`config.mk`:
```
export PLATFORM = sky130hd
export DESIGN_NAME = ascii_cmd_parser
export DESIGN_NICKNAME = d
export VERILOG_FILES = /design/src/shared/parser_pkg.sv /design/src/logic/ascii_cmd_parser.sv /design/src/logic/byte_fifo.sv
export SDC_FILE = /design/constraint.sdc
export NUM_CORES = 2
export LEC_CHECK = 0
export BUFFER_PORTS_ARGS = -buffer_cell sky130_fd_sc_hd__buf_2
export CAP_MARGIN = 0
export CORE_AREA = 2 2 348 350
export DETAILED_ROUTE_END_ITERATION = 16
export DIE_AREA = 0 0 350 352
export PLACE_DENSITY = 0.52
export SLEW_MARGIN = 15
export SYNTH_ARGS = -nofsm -noshare
export SYNTH_HDL_FRONTEND = slang
export SYNTH_HIERARCHICAL = 1
export SYNTH_SLANG_ARGS = --single-unit
```
`constraint.sdc`:
```
create_clock -name clock -period 10.49 [get_ports clock]
set_clock_uncertainty 0.05 [all_clocks]
set_input_delay 0.5245 -clock clock [delete_from_list [all_inputs] [get_ports clock]]
set_output_delay 0.5245 -clock clock [all_outputs]
set_load 0.05 [all_outputs]
```
`src/shared/parser_pkg.sv`:
```
// Shared constants, types and helpers of the ASCII command parser
package parser_pkg;

  // ----------------------------------------------------------------
  // Characters of the line protocol
  // ----------------------------------------------------------------
  localparam logic [7:0] CH_CR = 8'h0D;
  localparam logic [7:0] CH_HASH = 8'h23;
  localparam logic [7:0] CH_DOLLAR = 8'h24;
  localparam logic [7:0] CH_GT = 8'h3E;
  localparam logic [7:0] CH_BANG = 8'h21;
  localparam logic [7:0] CH_QUERY = 8'h3F;
  localparam logic [7:0] CH_PLUS = 8'h2B;
  localparam logic [7:0] CH_MINUS = 8'h2D;
  localparam logic [7:0] CH_DOT = 8'h2E;
  localparam logic [7:0] CH_ZERO = 8'h30;
  localparam logic [7:0] CH_NINE = 8'h39;
  localparam logic [7:0] CH_ONE = 8'h31;
  localparam logic [7:0] CH_FIVE = 8'h35;
  localparam logic [7:0] CH_SIX = 8'h36;
  localparam logic [7:0] CH_UP_B = 8'h42;
  localparam logic [7:0] CH_UP_V = 8'h56;
  localparam logic [7:0] CH_LOW_D = 8'h64;
  localparam logic [7:0] CH_UP_M = 8'h4D;
  localparam logic [7:0] CH_UP_H = 8'h48;
  localparam logic [7:0] CH_UP_L = 8'h4C;

  // ----------------------------------------------------------------
  // Sizes, positions and reset values
  // ----------------------------------------------------------------
  localparam logic [7:0] STATION_ADDR = 8'h01;
  localparam int LINE_MAX = 20;
  localparam int LEN_W = 5;
  localparam int NUM_CH = 9;
  localparam logic [3:0] LAST_CH = 4'h8;
  localparam logic [3:0] FIELD_LAST = 4'h8;
  localparam logic [3:0] FIELD_DOT = 4'h5;
  localparam logic [LEN_W-1:0] LEN_ALL = 5'h03;
  localparam logic [LEN_W-1:0] LEN_ONE = 5'h04;
  localparam logic [LEN_W-1:0] LEN_PEAK_ALL = 5'h05;
  localparam logic [LEN_W-1:0] LEN_PEAK_ONE = 5'h06;
  localparam logic [LEN_W-1:0] LEN_WR_SHORT = 5'h10;
  localparam logic [LEN_W-1:0] LEN_WR_LONG = 5'h11;
  localparam int SEL_POS = 5;
  localparam int VAL_POS = 9;
  localparam logic [LEN_W-1:0] RPL_SHORT = 5'h04;
  localparam logic [LEN_W-1:0] RPL_FLAGS = 5'h0C;
  localparam logic [LEN_W-1:0] RPL_MASK = 5'h06;
  localparam logic [LEN_W-1:0] RPL_RANGE = 5'h08;
  localparam logic [LEN_W-1:0] RPL_PAY = 5'h03;
  localparam logic [15:0] FLAGS_RESET = 16'h0000;
  localparam logic [7:0] MASK_RESET = 8'hFF;
  localparam int FIFO_DEPTH = 8;

  // ----------------------------------------------------------------
  // Types
  // ----------------------------------------------------------------
  typedef enum logic [1:0] {
    ST_RECV = 2'h0,
    ST_EMIT = 2'h1
  } phase_t;

  typedef enum logic [3:0] {
    RK_GT = 4'h0,
    RK_BANG = 4'h1,
    RK_NAK = 4'h2,
    RK_FLAGS = 4'h3,
    RK_MASK = 4'h4,
    RK_RANGE = 4'h5,
    RK_CUR = 4'h6,
    RK_MAX = 4'h7,
    RK_MIN = 4'h8
  } reply_kind_t;

  typedef enum logic [1:0] {
    SG_HEAD = 2'h0,
    SG_BODY = 2'h1,
    SG_TAIL = 2'h3
  } stage_t;

  // Sign plus seven BCD digits, digits[6] being the thousands digit
  typedef struct packed {
    logic negative;
    logic [6:0][3:0] digits;
  } analog_value_t;

  // ----------------------------------------------------------------
  // Helpers
  // ----------------------------------------------------------------
  // Returns {valid, nibble}; either letter case is taken
  function automatic logic [4:0] hex_val(input logic [7:0] c);
    logic [7:0] d;
    d = 8'h00;
    if (c >= 8'h30 && c <= 8'h39) begin
      d = c - 8'h30;
      return {1'b1, d[3:0]};
    end else if (c >= 8'h41 && c <= 8'h46) begin
      d = c - 8'h37;
      return {1'b1, d[3:0]};
    end else if (c >= 8'h61 && c <= 8'h66) begin
      d = c - 8'h57;
      return {1'b1, d[3:0]};
    end
    return 5'h00;
  endfunction

  // Upper case only on the way out
  function automatic logic [7:0] hex_char(input logic [3:0] n);
    if (n < 4'hA) begin
      return CH_ZERO + {4'h0, n};
    end
    return 8'h37 + {4'h0, n};
  endfunction

  function automatic logic is_digit(input logic [7:0] c);
    return (c >= CH_ZERO) && (c <= CH_NINE);
  endfunction

endpackage

```
`src/logic/ascii_cmd_parser.sv`:
```
// Line parser and reply generator for the ASCII flag and analog command set
//
// What this block does
// Carriage return ends every command and reply
// Hex station address follows delimiter; ours 01
// Selector 0000 writes all sixteen flags
// Selector 100x writes one flag, index x 0-F
// Value field hex, four flags per character
// Flag write acknowledged with >, address, CR
// Invalid operation answered ?, address, CR
// Syntax, framing or foreign address: silence
// Flag read returns >, address, hex flags
// Last character holds flags 0-3, LSB first
// Valid data replies start with >, except the mask read, which starts with !
// Single channel read takes channel 0-8
// Data field: sign, 4 digits, point, 3
// All-channel read concatenates every channel's field
// Calibrate command starts calibration, acknowledged with !
// Peak-high read: all channels or one
// Peak-low read: all channels or one
// Range query returns >, address, channel, range code
// Mask is two hex chars, 7-4 then 3-0
// Emit upper-case hex, accept either case
// Flags cleared at reset, updated in one cycle
`timescale 1ns/1ps
module ascii_cmd_parser #(
  parameter int FIFO_DEPTH = parser_pkg::FIFO_DEPTH
) (
  // Clock and reset
  input wire logic clock,
  input wire logic rst,
  // Command characters from the host
  input wire logic rx_valid,
  output logic rx_ready,
  input wire logic [7:0] rx_data,
  // Reply characters to the host
  output logic tx_valid,
  input wire logic tx_ready,
  output logic [7:0] tx_data,
  // Analog values and range codes from the measurement side
  input wire parser_pkg::analog_value_t cur_value [parser_pkg::NUM_CH],
  input wire parser_pkg::analog_value_t peak_high_value [parser_pkg::NUM_CH],
  input wire parser_pkg::analog_value_t peak_low_value [parser_pkg::NUM_CH],
  input wire logic [7:0] range_code [parser_pkg::NUM_CH],
  // Control and status outputs
  output logic [15:0] aux_flags,
  output logic [7:0] channel_mask_field,
  output logic calibrate_start
);

  // ----------------------------------------------------------------
  // State
  // ----------------------------------------------------------------
  typedef struct packed {
    parser_pkg::phase_t phase;
    logic [parser_pkg::LINE_MAX-1:0][7:0] line;
    logic [parser_pkg::LEN_W-1:0] len;
    logic overflow;
    parser_pkg::reply_kind_t kind;
    parser_pkg::stage_t stage;
    logic [parser_pkg::LEN_W-1:0] idx;
    logic [3:0] ch;
    logic [3:0] ch_last;
    logic [3:0] pos;
    logic [15:0] flags;
    logic [7:0] mask;
    logic [7:0] range_ch;
    logic cal;
  } parser_state_t;

  parser_state_t s_r;
  parser_state_t s_nxt;
  logic push;
  logic push_ready;
  logic [7:0] push_char;

  assign rx_ready = (s_r.phase == parser_pkg::ST_RECV);
  assign aux_flags = s_r.flags;
  assign channel_mask_field = s_r.mask;
  assign calibrate_start = s_r.cal;

  // ----------------------------------------------------------------
  // Command decode, reply generation and sequencing
  // ----------------------------------------------------------------
  always_comb begin
    logic [parser_pkg::LINE_MAX-1:0][4:0] hv;
    logic [7:0] addr;
    logic frame_ok;
    logic syntax_err;
    logic vals_ok;
    logic [15:0] wr_val;
    logic [7:0] num;
    logic [7:0] b3;
    logic [7:0] b4;
    logic [31:0] flag_word;
    logic [parser_pkg::LEN_W-1:0] rlen;
    logic [parser_pkg::LEN_W-1:0] k;
    logic [3:0] nib;
    parser_pkg::analog_value_t v;
    hv = '0;
    addr = 8'h00;
    frame_ok = 1'b0;
    syntax_err = 1'b0;
    vals_ok = 1'b1;
    wr_val = 16'h0000;
    num = 8'h00;
    b3 = s_r.line[3];
    b4 = s_r.line[4];
    flag_word = {16'h0000, s_r.flags};
    rlen = parser_pkg::RPL_SHORT;
    k = '0;
    nib = 4'h0;
    v = '0;
    s_nxt = s_r;
    s_nxt.cal = 1'b0;
    push = 1'b0;
    push_char = 8'h00;
    for (int i = 0; i < parser_pkg::LINE_MAX; i++) begin
      hv[i] = parser_pkg::hex_val(s_r.line[i]);
    end
    case (s_r.phase)
      parser_pkg::ST_RECV: begin
        if (rx_valid) begin
          if (rx_data == parser_pkg::CH_CR) begin
            addr = {hv[1][3:0], hv[2][3:0]};
            frame_ok = !s_r.overflow && (s_r.len >= parser_pkg::LEN_ALL) && hv[1][4] && hv[2][4] &&
                       (s_r.line[0] == parser_pkg::CH_HASH || s_r.line[0] == parser_pkg::CH_DOLLAR);
            s_nxt.kind = parser_pkg::RK_NAK;
            s_nxt.stage = parser_pkg::SG_HEAD;
            s_nxt.idx = '0;
            s_nxt.pos = 4'h0;
            s_nxt.ch = 4'h0;
            s_nxt.ch_last = parser_pkg::LAST_CH;
            if (s_r.line[0] == parser_pkg::CH_HASH) begin
              if (s_r.len == parser_pkg::LEN_ALL) begin
                s_nxt.kind = parser_pkg::RK_CUR;
              end else if (s_r.len == parser_pkg::LEN_ONE && parser_pkg::is_digit(b3)) begin
                if (b3[3:0] <= parser_pkg::LAST_CH) begin
                  s_nxt.kind = parser_pkg::RK_CUR;
                  s_nxt.ch = b3[3:0];
                  s_nxt.ch_last = b3[3:0];
                end
              end else if (b3 == parser_pkg::CH_UP_V && b4 == parser_pkg::CH_LOW_D) begin
                for (int i = parser_pkg::SEL_POS; i < parser_pkg::LINE_MAX; i++) begin
                  if (i < int'(s_r.len) && !hv[i][4]) begin
                    vals_ok = 1'b0;
                  end
                end
                // Value field may be seven or eight characters; the last four carry the flags
                wr_val = {hv[s_r.len - 5'h4][3:0], hv[s_r.len - 5'h3][3:0],
                          hv[s_r.len - 5'h2][3:0], hv[s_r.len - 5'h1][3:0]};
                if (!vals_ok || (s_r.len != parser_pkg::LEN_WR_SHORT && s_r.len != parser_pkg::LEN_WR_LONG)) begin
                  syntax_err = 1'b1;
                end else if (s_r.line[5] == parser_pkg::CH_ZERO && s_r.line[6] == parser_pkg::CH_ZERO &&
                             s_r.line[7] == parser_pkg::CH_ZERO && s_r.line[8] == parser_pkg::CH_ZERO) begin
                  s_nxt.kind = parser_pkg::RK_GT;
                  if (frame_ok && addr == parser_pkg::STATION_ADDR) begin
                    s_nxt.flags = wr_val;
                  end
                end else if (s_r.line[5] == parser_pkg::CH_ONE && hv[6][3:0] == 4'h0 && hv[7][3:0] == 4'h0) begin
                  s_nxt.kind = parser_pkg::RK_GT;
                  if (frame_ok && addr == parser_pkg::STATION_ADDR) begin
                    s_nxt.flags[hv[8][3:0]] = wr_val[0];
                  end
                end
              end else if (b3 == parser_pkg::CH_UP_M && (b4 == parser_pkg::CH_UP_H || b4 == parser_pkg::CH_UP_L)) begin
                if (s_r.len == parser_pkg::LEN_PEAK_ALL) begin
                  s_nxt.kind = (b4 == parser_pkg::CH_UP_H) ? parser_pkg::RK_MAX : parser_pkg::RK_MIN;
                end else if (s_r.len == parser_pkg::LEN_PEAK_ONE && parser_pkg::is_digit(s_r.line[5])) begin
                  if (s_r.line[5][3:0] <= parser_pkg::LAST_CH) begin
                    s_nxt.kind = (b4 == parser_pkg::CH_UP_H) ? parser_pkg::RK_MAX : parser_pkg::RK_MIN;
                    s_nxt.ch = s_r.line[5][3:0];
                    s_nxt.ch_last = s_r.line[5][3:0];
                  end
                end else begin
                  syntax_err = 1'b1;
                end
              end else begin
                syntax_err = 1'b1;
              end
            end else begin
              num = {hv[4][3:0], hv[5][3:0]};
              if (s_r.len == parser_pkg::LEN_PEAK_ALL && b3 == parser_pkg::CH_UP_V && b4 == parser_pkg::CH_LOW_D) begin
                s_nxt.kind = parser_pkg::RK_FLAGS;
              end else if (s_r.len == parser_pkg::LEN_ONE && b3 == parser_pkg::CH_ONE) begin
                s_nxt.kind = parser_pkg::RK_BANG;
                s_nxt.cal = frame_ok && (addr == parser_pkg::STATION_ADDR);
              end else if (s_r.len == parser_pkg::LEN_ONE && b3 == parser_pkg::CH_SIX) begin
                s_nxt.kind = parser_pkg::RK_MASK;
              end else if (s_r.len == parser_pkg::LEN_PEAK_ONE && hv[4][4] && hv[5][4]) begin
                if (b3 == parser_pkg::CH_FIVE) begin
                  s_nxt.kind = parser_pkg::RK_BANG;
                  if (frame_ok && addr == parser_pkg::STATION_ADDR) begin
                    s_nxt.mask = num;
                  end
                end else if (b3 == parser_pkg::CH_UP_B && num < 8'(parser_pkg::NUM_CH)) begin
                  s_nxt.kind = parser_pkg::RK_RANGE;
                  s_nxt.range_ch = num;
                end
              end
            end
            if (frame_ok && !syntax_err && addr == parser_pkg::STATION_ADDR) begin
              s_nxt.phase = parser_pkg::ST_EMIT;
            end
            s_nxt.len = '0;
            s_nxt.overflow = 1'b0;
          end else if (s_r.len == parser_pkg::LEN_W'(parser_pkg::LINE_MAX)) begin
            s_nxt.overflow = 1'b1;
          end else begin
            s_nxt.line[s_r.len] = rx_data;
            s_nxt.len = s_r.len + 5'h1;
          end
        end
      end
      parser_pkg::ST_EMIT: begin
        push = 1'b1;
        if (s_r.kind == parser_pkg::RK_CUR || s_r.kind == parser_pkg::RK_MAX || s_r.kind == parser_pkg::RK_MIN) begin
          if (s_r.kind == parser_pkg::RK_MAX) begin
            v = peak_high_value[s_r.ch];
          end else if (s_r.kind == parser_pkg::RK_MIN) begin
            v = peak_low_value[s_r.ch];
          end else begin
            v = cur_value[s_r.ch];
          end
          case (s_r.stage)
            parser_pkg::SG_HEAD: begin
              push_char = parser_pkg::CH_GT;
            end
            parser_pkg::SG_BODY: begin
              if (s_r.pos == 4'h0) begin
                push_char = v.negative ? parser_pkg::CH_MINUS : parser_pkg::CH_PLUS;
              end else if (s_r.pos == parser_pkg::FIELD_DOT) begin
                push_char = parser_pkg::CH_DOT;
              end else if (s_r.pos < parser_pkg::FIELD_DOT) begin
                push_char = parser_pkg::hex_char(v.digits[3'(4'h7 - s_r.pos)]);
              end else begin
                push_char = parser_pkg::hex_char(v.digits[3'(4'h8 - s_r.pos)]);
              end
            end
            default: begin
              push_char = parser_pkg::CH_CR;
            end
          endcase
          if (push_ready) begin
            case (s_r.stage)
              parser_pkg::SG_HEAD: begin
                s_nxt.stage = parser_pkg::SG_BODY;
              end
              parser_pkg::SG_BODY: begin
                if (s_r.pos == parser_pkg::FIELD_LAST) begin
                  s_nxt.pos = 4'h0;
                  if (s_r.ch == s_r.ch_last) begin
                    s_nxt.stage = parser_pkg::SG_TAIL;
                  end else begin
                    s_nxt.ch = s_r.ch + 4'h1;
                  end
                end else begin
                  s_nxt.pos = s_r.pos + 4'h1;
                end
              end
              default: begin
                s_nxt.phase = parser_pkg::ST_RECV;
              end
            endcase
          end
        end else begin
          case (s_r.kind)
            parser_pkg::RK_FLAGS: rlen = parser_pkg::RPL_FLAGS;
            parser_pkg::RK_MASK: rlen = parser_pkg::RPL_MASK;
            parser_pkg::RK_RANGE: rlen = parser_pkg::RPL_RANGE;
            default: rlen = parser_pkg::RPL_SHORT;
          endcase
          k = s_r.idx - parser_pkg::RPL_PAY;
          if (s_r.idx == 5'h0) begin
            case (s_r.kind)
              parser_pkg::RK_NAK: push_char = parser_pkg::CH_QUERY;
              parser_pkg::RK_BANG: push_char = parser_pkg::CH_BANG;
              parser_pkg::RK_MASK: push_char = parser_pkg::CH_BANG;
              default: push_char = parser_pkg::CH_GT;
            endcase
          end else if (s_r.idx == 5'h1) begin
            push_char = parser_pkg::hex_char(parser_pkg::STATION_ADDR[7:4]);
          end else if (s_r.idx == 5'h2) begin
            push_char = parser_pkg::hex_char(parser_pkg::STATION_ADDR[3:0]);
          end else if (s_r.idx == rlen - 5'h1) begin
            push_char = parser_pkg::CH_CR;
          end else begin
            if (s_r.kind == parser_pkg::RK_FLAGS) begin
              nib = flag_word[5'(5'h1C - {k[2:0], 2'h0}) +: 4];
            end else if (s_r.kind == parser_pkg::RK_MASK) begin
              nib = (k == 5'h0) ? s_r.mask[7:4] : s_r.mask[3:0];
            end else if (k == 5'h0) begin
              nib = s_r.range_ch[7:4];
            end else if (k == 5'h1) begin
              nib = s_r.range_ch[3:0];
            end else if (k == 5'h2) begin
              nib = range_code[s_r.range_ch[3:0]][7:4];
            end else begin
              nib = range_code[s_r.range_ch[3:0]][3:0];
            end
            push_char = parser_pkg::hex_char(nib);
          end
          if (push_ready) begin
            if (s_r.idx == rlen - 5'h1) begin
              s_nxt.phase = parser_pkg::ST_RECV;
            end else begin
              s_nxt.idx = s_r.idx + 5'h1;
            end
          end
        end
      end
      default: begin
        s_nxt.phase = parser_pkg::ST_RECV;
      end
    endcase
  end

  // ----------------------------------------------------------------
  // Registers
  // ----------------------------------------------------------------
  always_ff @(posedge clock) begin
    if (rst) begin
      s_r <= '0;
      s_r.flags <= parser_pkg::FLAGS_RESET;
      s_r.mask <= parser_pkg::MASK_RESET;
    end else begin
      s_r <= s_nxt;
    end
  end

  // ----------------------------------------------------------------
  // Reply buffer; a stalled host holds the emitter and so the receiver
  // ----------------------------------------------------------------
  byte_fifo #(
    .WIDTH(8),
    .DEPTH(FIFO_DEPTH)
  ) u_tx_fifo (
    .clock(clock),
    .rst(rst),
    .in_valid(push),
    .in_ready(push_ready),
    .in_data(push_char),
    .out_valid(tx_valid),
    .out_ready(tx_ready),
    .out_data(tx_data)
  );

endmodule

```
`src/logic/byte_fifo.sv`:
```
// Synchronous FIFO with valid/ready on both sides
`timescale 1ns/1ps
module byte_fifo #(
  parameter int WIDTH = 8,
  parameter int DEPTH = 8
) (
  // Clock and reset
  input wire logic clock,
  input wire logic rst,
  // Fill side
  input wire logic in_valid,
  output logic in_ready,
  input wire logic [WIDTH-1:0] in_data,
  // Drain side
  output logic out_valid,
  input wire logic out_ready,
  output logic [WIDTH-1:0] out_data
);

  // ----------------------------------------------------------------
  // State
  // ----------------------------------------------------------------
  localparam int AW = $clog2(DEPTH);

  // Pointers carry one extra bit so full and empty differ; DEPTH must be a power of two
  typedef struct packed {
    logic [DEPTH-1:0][WIDTH-1:0] mem;
    logic [AW:0] wr;
    logic [AW:0] rd;
  } fifo_state_t;

  fifo_state_t s_r;
  fifo_state_t s_nxt;
  logic full;
  logic empty;

  assign empty = (s_r.wr == s_r.rd);
  assign full = (s_r.wr[AW-1:0] == s_r.rd[AW-1:0]) && (s_r.wr[AW] != s_r.rd[AW]);
  assign in_ready = !full;
  assign out_valid = !empty;
  assign out_data = s_r.mem[s_r.rd[AW-1:0]];

  // ----------------------------------------------------------------
  // Next state
  // ----------------------------------------------------------------
  always_comb begin
    s_nxt = s_r;
    if (in_valid && !full) begin
      s_nxt.mem[s_r.wr[AW-1:0]] = in_data;
      s_nxt.wr = s_r.wr + 1'b1;
    end
    if (out_ready && !empty) begin
      s_nxt.rd = s_r.rd + 1'b1;
    end
  end

  always_ff @(posedge clock) begin
    if (rst) begin
      s_r <= '0;
    end else begin
      s_r <= s_nxt;
    end
  end

endmodule

```
# ---- Word level (Yosys, flattened, before mapping)
# Cells that the tools add are included.
dict set report word_totals {
  reg_bits 296
  in_bits 867
  wordCells 861
  output_inout_bits 35
}
dict set report classes {
  shift 1
  eq_ne 62
  add_sub_neg 81
  bitwise_logic 14
  mux 347
  order_cmp 158
  reduce_logical 155
}
# operator n
set op_table {}
lappend op_table {{two-way mux 5 bit} 85}
lappend op_table {{binary-select mux 29 bit (select 4 bit)} 3}
lappend op_table {{greater-or-equal comparator 8 x 7 -> 1 bit, second input constant} 40}
lappend op_table {{less-or-equal comparator 8 x 7 -> 1 bit, second input constant} 40}
lappend op_table {{two-way mux 29 bit} 10}
lappend op_table {{two-way mux 8 bit} 33}
lappend op_table {{two-way mux 224 bit} 1}
lappend op_table {{two-way mux 16 bit} 12}
lappend op_table {{two-way mux 165 bit} 1}
lappend op_table {{bitwise mux 160 bit} 1}
lappend op_table {{greater-or-equal comparator 8 x 6 -> 1 bit, second input constant} 20}
lappend op_table {{less-or-equal comparator 8 x 6 -> 1 bit, second input constant} 20}
lappend op_table {{two-way mux 160 bit} 1}
lappend op_table {{subtractor 4 x 3 -> 4 bit, second input constant} 40}
lappend op_table {{two-way mux 4 bit} 36}
lappend op_table {{two-way mux 1 bit} 118}
lappend op_table {{logical AND 1 bit} 105}
lappend op_table {{binary-select mux 5 bit (select 5 bit)} 4}
lappend op_table {{equality test 8 x 6 -> 1 bit, second input constant} 10}
lappend op_table {{subtractor 4 x 1 -> 4 bit, second input constant} 20}
lappend op_table {{bitwise mux 64 bit} 1}
lappend op_table {{two-way mux 56 bit} 1}
lappend op_table {{equality test 8 x 7 -> 1 bit, second input constant} 6}
lappend op_table {{adder 6 x 4 -> 7 bit, first input constant} 6}
lappend op_table {{76 further kinds} 204}

# ---- Longest topological paths before layout
dict set report depth {
  word_depth 47
  depth_mapped 21
  depth_no_buf 16
}

# ---- By module
# Netlist, hierarchy kept.
# module seq_area_each_um2 cells_per_inst area_each_um2 instances
set by_module_without_submodules {}
lappend by_module_without_submodules {ascii_cmd_parser 4464.3 2819 25069.0 1}
lappend by_module_without_submodules {byte_fifo 1441.4 315 3604.7 1}

# ---- Worst setup path after synthesis
# No wires, ideal clock.
dict set report synth_timing {
  kind {reg-to-reg}
  start {register, netlist name s_r[1]}
  end {register u_tx_fifo/s_r[52] (netlist bit)}
  synth_period_minus_slack_ns 3.757
  arrival_time_ns 3.636
  setup_slack_ns 6.733
  stages_incl_launch_ff 15
  setup_ns 0.072
  cell_sequence {dfxtp_1 -> buf_2 -> buf_2 -> mux4_2 -> mux4_2 -> a22o_1 -> a21oi_1 -> ha_1 -> o21ai_1 -> and3_1 -> a211o_1 -> o41ai_2 -> nand2b_1 -> buf_1 -> mux2i_1}
}
# element line_no
set synth_rtl {}
lappend synth_rtl {{end signal, assigned} byte_fifo.sv:61} ;# s_r <= s_nxt;
lappend synth_rtl {{end, declared} byte_fifo.sv:32} ;# fifo_state_t s_r;

==> implementation parameters <==
Parameter                              Value

Worst setup path
  Reg2reg end    u_tx_fifo/s_r[52]$_SDFFE_PP0P_
  Highest net fanout along the worst path    56
  Crit path capture type    register
  Critical path arrival    approximately 6.0 ns
  Worst reg2reg setup slack    ~4.9 ns
  Buffers and inverters on the worst path    3
  Critical path data required time    about 11 ns
  Master of the slowest instance on the critical path    nand2b_4
  Critical Setup Path Class    register to register
  Delay of the slowest critical-path stage    0.80 ns
  Sort of element at the start of the critical path    register
  Crit-path leading delay family    compound AO/OA/AOI/OAI gates
  List of cells traversed by the critical path    buf_4, nand2b_4, o22ai_1, o21ai_0, o31ai_1, a41o_1, or4_1, inv_1, ha_1, inv_1, a21oi_1, o2bb2ai_2, o41ai_2, nand2b_1, mux2i_1
  Worst reg2reg path startpoint    s_r[44]$_SDFFE_PP0P_
  Worst reg-to-reg path cell count    15
  Cell mode on critical path    inv_1

Routing
  Final routed wirelength across all metal layers    around 180 mm
  Number of remaining DRC errors    0
  First-pass iteration count of the detailed router    6
  Routed length per placed instance    31.8 um
  Vias per Instance    5.45
  Detailed Route Iter0 Violations    3055
  DRT antenna net count    0
  Total via count in the routed design    30.1k

STA
  Share of the cycle needed by the critical path after routing    0.535
  Count of endpoints failing hold in the final timing report    0
  Setup repair after global routing missed its margin    no
  Final max-slew violation count    0
  Worst hold slack    approximately 0.38 ns
  Time the final worst path needs with I/O delays and setup    5.61 ns
  Setup TNS    0 ns
  Slew margin rel.    0.153
  Final Setup Violations    0
  Maximum clock rate    178 MHz
  Transition time of the tightest slew-check pin    approximately 1.3 ns

Power and ir drop
  Power density cells    84.2 nW/um2
  Worst VDD drop    105 uV
  P_leak    13.6 nW
  Overall power    2.98 mW

Floorplanning
  Die Y-Extent    352 um
  Floorplan core area    119000 um2
  Ports placed on the boundary    902
  Cell Rows    127
  DIE AREA    around 120000 um2
  Initial Util    0.240
  Horiz. Die Dim    350 um

Clocking
  Longest Clk Path Bufs    3
  Total setup buffers inserted after CTS    0
  CTS hold repair buffers    0
  Total clock sinks    295
  Clock slew at the register clock pins of the worst setup and hold paths    0.06 ns
  Cts bufs inserted    35
  Clock latency at the later pin of the worst-skew pair    about 0.56 ns
  Post-CTS Resized    0
  CTS tree    yes
  Root buffer cell    clkbuf_16
  Htree depth    2

Logic synthesis
  Number of flops mapped to enable cells by yosys    0
  FFs w/ async S/R, synth    0
  Syn Inst Count    3134
  Part of the Yosys area used for sequential elements    0.206
  Synthesized area per cell    9.15 um2
  Combined area of all synthesized cells    28700 um2
  Most used DFF post-synth    dfxtp_1
  Nets in the synthesized netlist    4096
  Number of different library cells in the post-synthesis netlist    ~130
  Number of synthesis warnings    6
  Flop and latch count out of synthesis    around 300

Hold path
  Worst min-delay path class    primary input to register
  Cell depth of the worst hold path    3
  Launch instance of the worst min-delay path    rx_valid
  Hold path endpoint    s_r[222]$_SDFFE_PP0P_

Final layout
  Share of layout cells above drive strength 1    0.340
  Area Overhead vs Synth    23.5%
  Fillers    around 13k
  Fin nets    4818

Global route
  Global routing's busiest layer    met2
  Via count of the first global-routing pass    29.0k
  Initial antenna violation count    73
  Aggregate global-route resource usage    0.273
  Met2 Use GR    0.426
  Global-route wire length before repair    236 mm
  Met3 capacity usage during global routing    0.0588
  Largest net degree at the start of global routing    156
  Met1 track demand over resource in global routing    0.350
  Grt ovf    0

Outcome
  Status    finished clean

Placement
  I/O Buffers    901
  Last weighted congestion value of the routability-driven placer    around 1.1
  DP HPWL    143 mm

Job
  Number of max-capacitance violations reported    0
## power breakdown
part / internal, mW / switching (mW)
sequential: 1.12 / 0.00949
clock: 0.765 / 0.542
combinational: 0.232 / 0.308
total: 2.12 / 0.859
## stage by stage
stage	cell area [um2]	util	std cells	setup slack [ns]
6_report	35400	0.297	5521	4.88
5_1_grt	35400	0.296	5509	4.50
4_1_cts	35300	0.296	5494	4.71
3_5_place_dp	34100	0.286	5431	4.72
3_3_place_gp	34100	0.286	5431	4.79
2_1_floorplan	28700	-	3134	6.73
## sequential cells by signal, indices dropped and copies added (netlist names)
name and cells:
s_r 198, calibrate_start 1, u_tx_fifo/s_r 72, channel_mask_field 8
aux_flags 16
## routing by layer
| metal | wire [um] | up-vias |
|---|---|---|
| met5 | 123 | - |
| met4 | 9600 | 18 |
| met3 | 14000 | 282 |
| met2 | 79600 | 1468 |
| met1 | 72300 | 15000 |
| li1 | - | 13300 |
## Yosys cell counts (17+ instances only)
cell      number  area share
buf_6         24      0.0094
mux2_2        31       0.012
nor2b_1       26      0.0057
clkbuf_1     102       0.013
nand2_1      163       0.021
nor2_1       343       0.045
nand2b_1     101       0.022
a211oi_1      35      0.0092
a21oi_1      148       0.026
a31oi_1       32      0.0070
a22o_1        27      0.0082
o21bai_1      24      0.0063
o211ai_1      17      0.0045
mux4_2       189        0.15
nor3_1        68       0.012
o22ai_1       26      0.0057
buf_2         47      0.0082
dfxtp_1      295        0.21
nand3_1       53      0.0093
ha_1          95       0.041
mux2i_1      441        0.15
inv_1         86       0.011
or3_1         21      0.0046
and2_1        19      0.0041
buf_4         59       0.015
nor3b_1       19      0.0050
nand3b_1      38      0.0099
nand4_1       19      0.0041
buf_1         21      0.0027
o221ai_1      30      0.0092
o21ai_0      111       0.019
o21a_1        25      0.0065
## layout make-up
class | count | area (um2) | area share
Multi-Input combinational cell | 2485 | 21000 | 0.592
Antenna cell | 27 | 67.6 | 0.00191
Clock buffer | 51 | 1080 | 0.0305
Tap cell | 1612 | 2020 | 0.0570
Inverter | 97 | 367 | 0.0104
Sequential cell | 295 | 5920 | 0.167
Timing Repair Buffer | 942 | 4860 | 0.137
Clock inverter | 12 | 121 | 0.00343
## cells in the final DEF, fill, tap and decap left out, types with 37 or more instances in the layout
cell	count
a21oi_1	148
buf_2	900
buf_4	38
clkbuf_16	37
dfxtp_1	291
ha_1	95
inv_1	86
mux2i_1	441
mux4_2	189
nand2_1	163
nand2b_1	100
nand3_1	53
nand3b_1	38
nor2_1	343
nor3_1	68
o21ai_0	111
## how the worst max path moves through the flow
stage                                     from                             end  slack, ns  cells past startpoint
after floorplan            s_r[1]$_SDFFE_PP0P_  u_tx_fifo/s_r[52]$_SDFFE_PP0P_       6.73                     14
after global placement    s_r[44]$_SDFFE_PP0P_  u_tx_fifo/s_r[52]$_SDFFE_PP0P_       4.79                     15
after detailed placement  s_r[44]$_SDFFE_PP0P_  u_tx_fifo/s_r[36]$_SDFFE_PP0P_       4.72                     15
after CTS                 s_r[44]$_SDFFE_PP0P_  u_tx_fifo/s_r[52]$_SDFFE_PP0P_       4.71                     15
after global routing      s_r[44]$_SDFFE_PP0P_  u_tx_fifo/s_r[36]$_SDFFE_PP0P_       4.50                     15
final                     s_r[44]$_SDFFE_PP0P_  u_tx_fifo/s_r[52]$_SDFFE_PP0P_       4.88                     15
## tightest hold or removal path, cell delays in order
cell and delay (ns):
buf_2 0.16, nand4_1 0.15, a21oi_1 0.08
## logic make-up (layout without fill, tap and decap cells)
family                     Yosys count  in the layout  share of synthesized area
other                                1             28                   0.000131
AOI/OAI and AO/OA                  691            691                      0.174
and+or+nand+nor                    995            995                      0.181
xor gates and xnor gates            34             34                     0.0120
buffers and inverters              354           1102                     0.0646
adders and majority gates           95             95                     0.0415
muxes                              669            669                      0.321
DFF                                295            295                      0.206
Note: power is estimated with default switching activity, not from simulation.
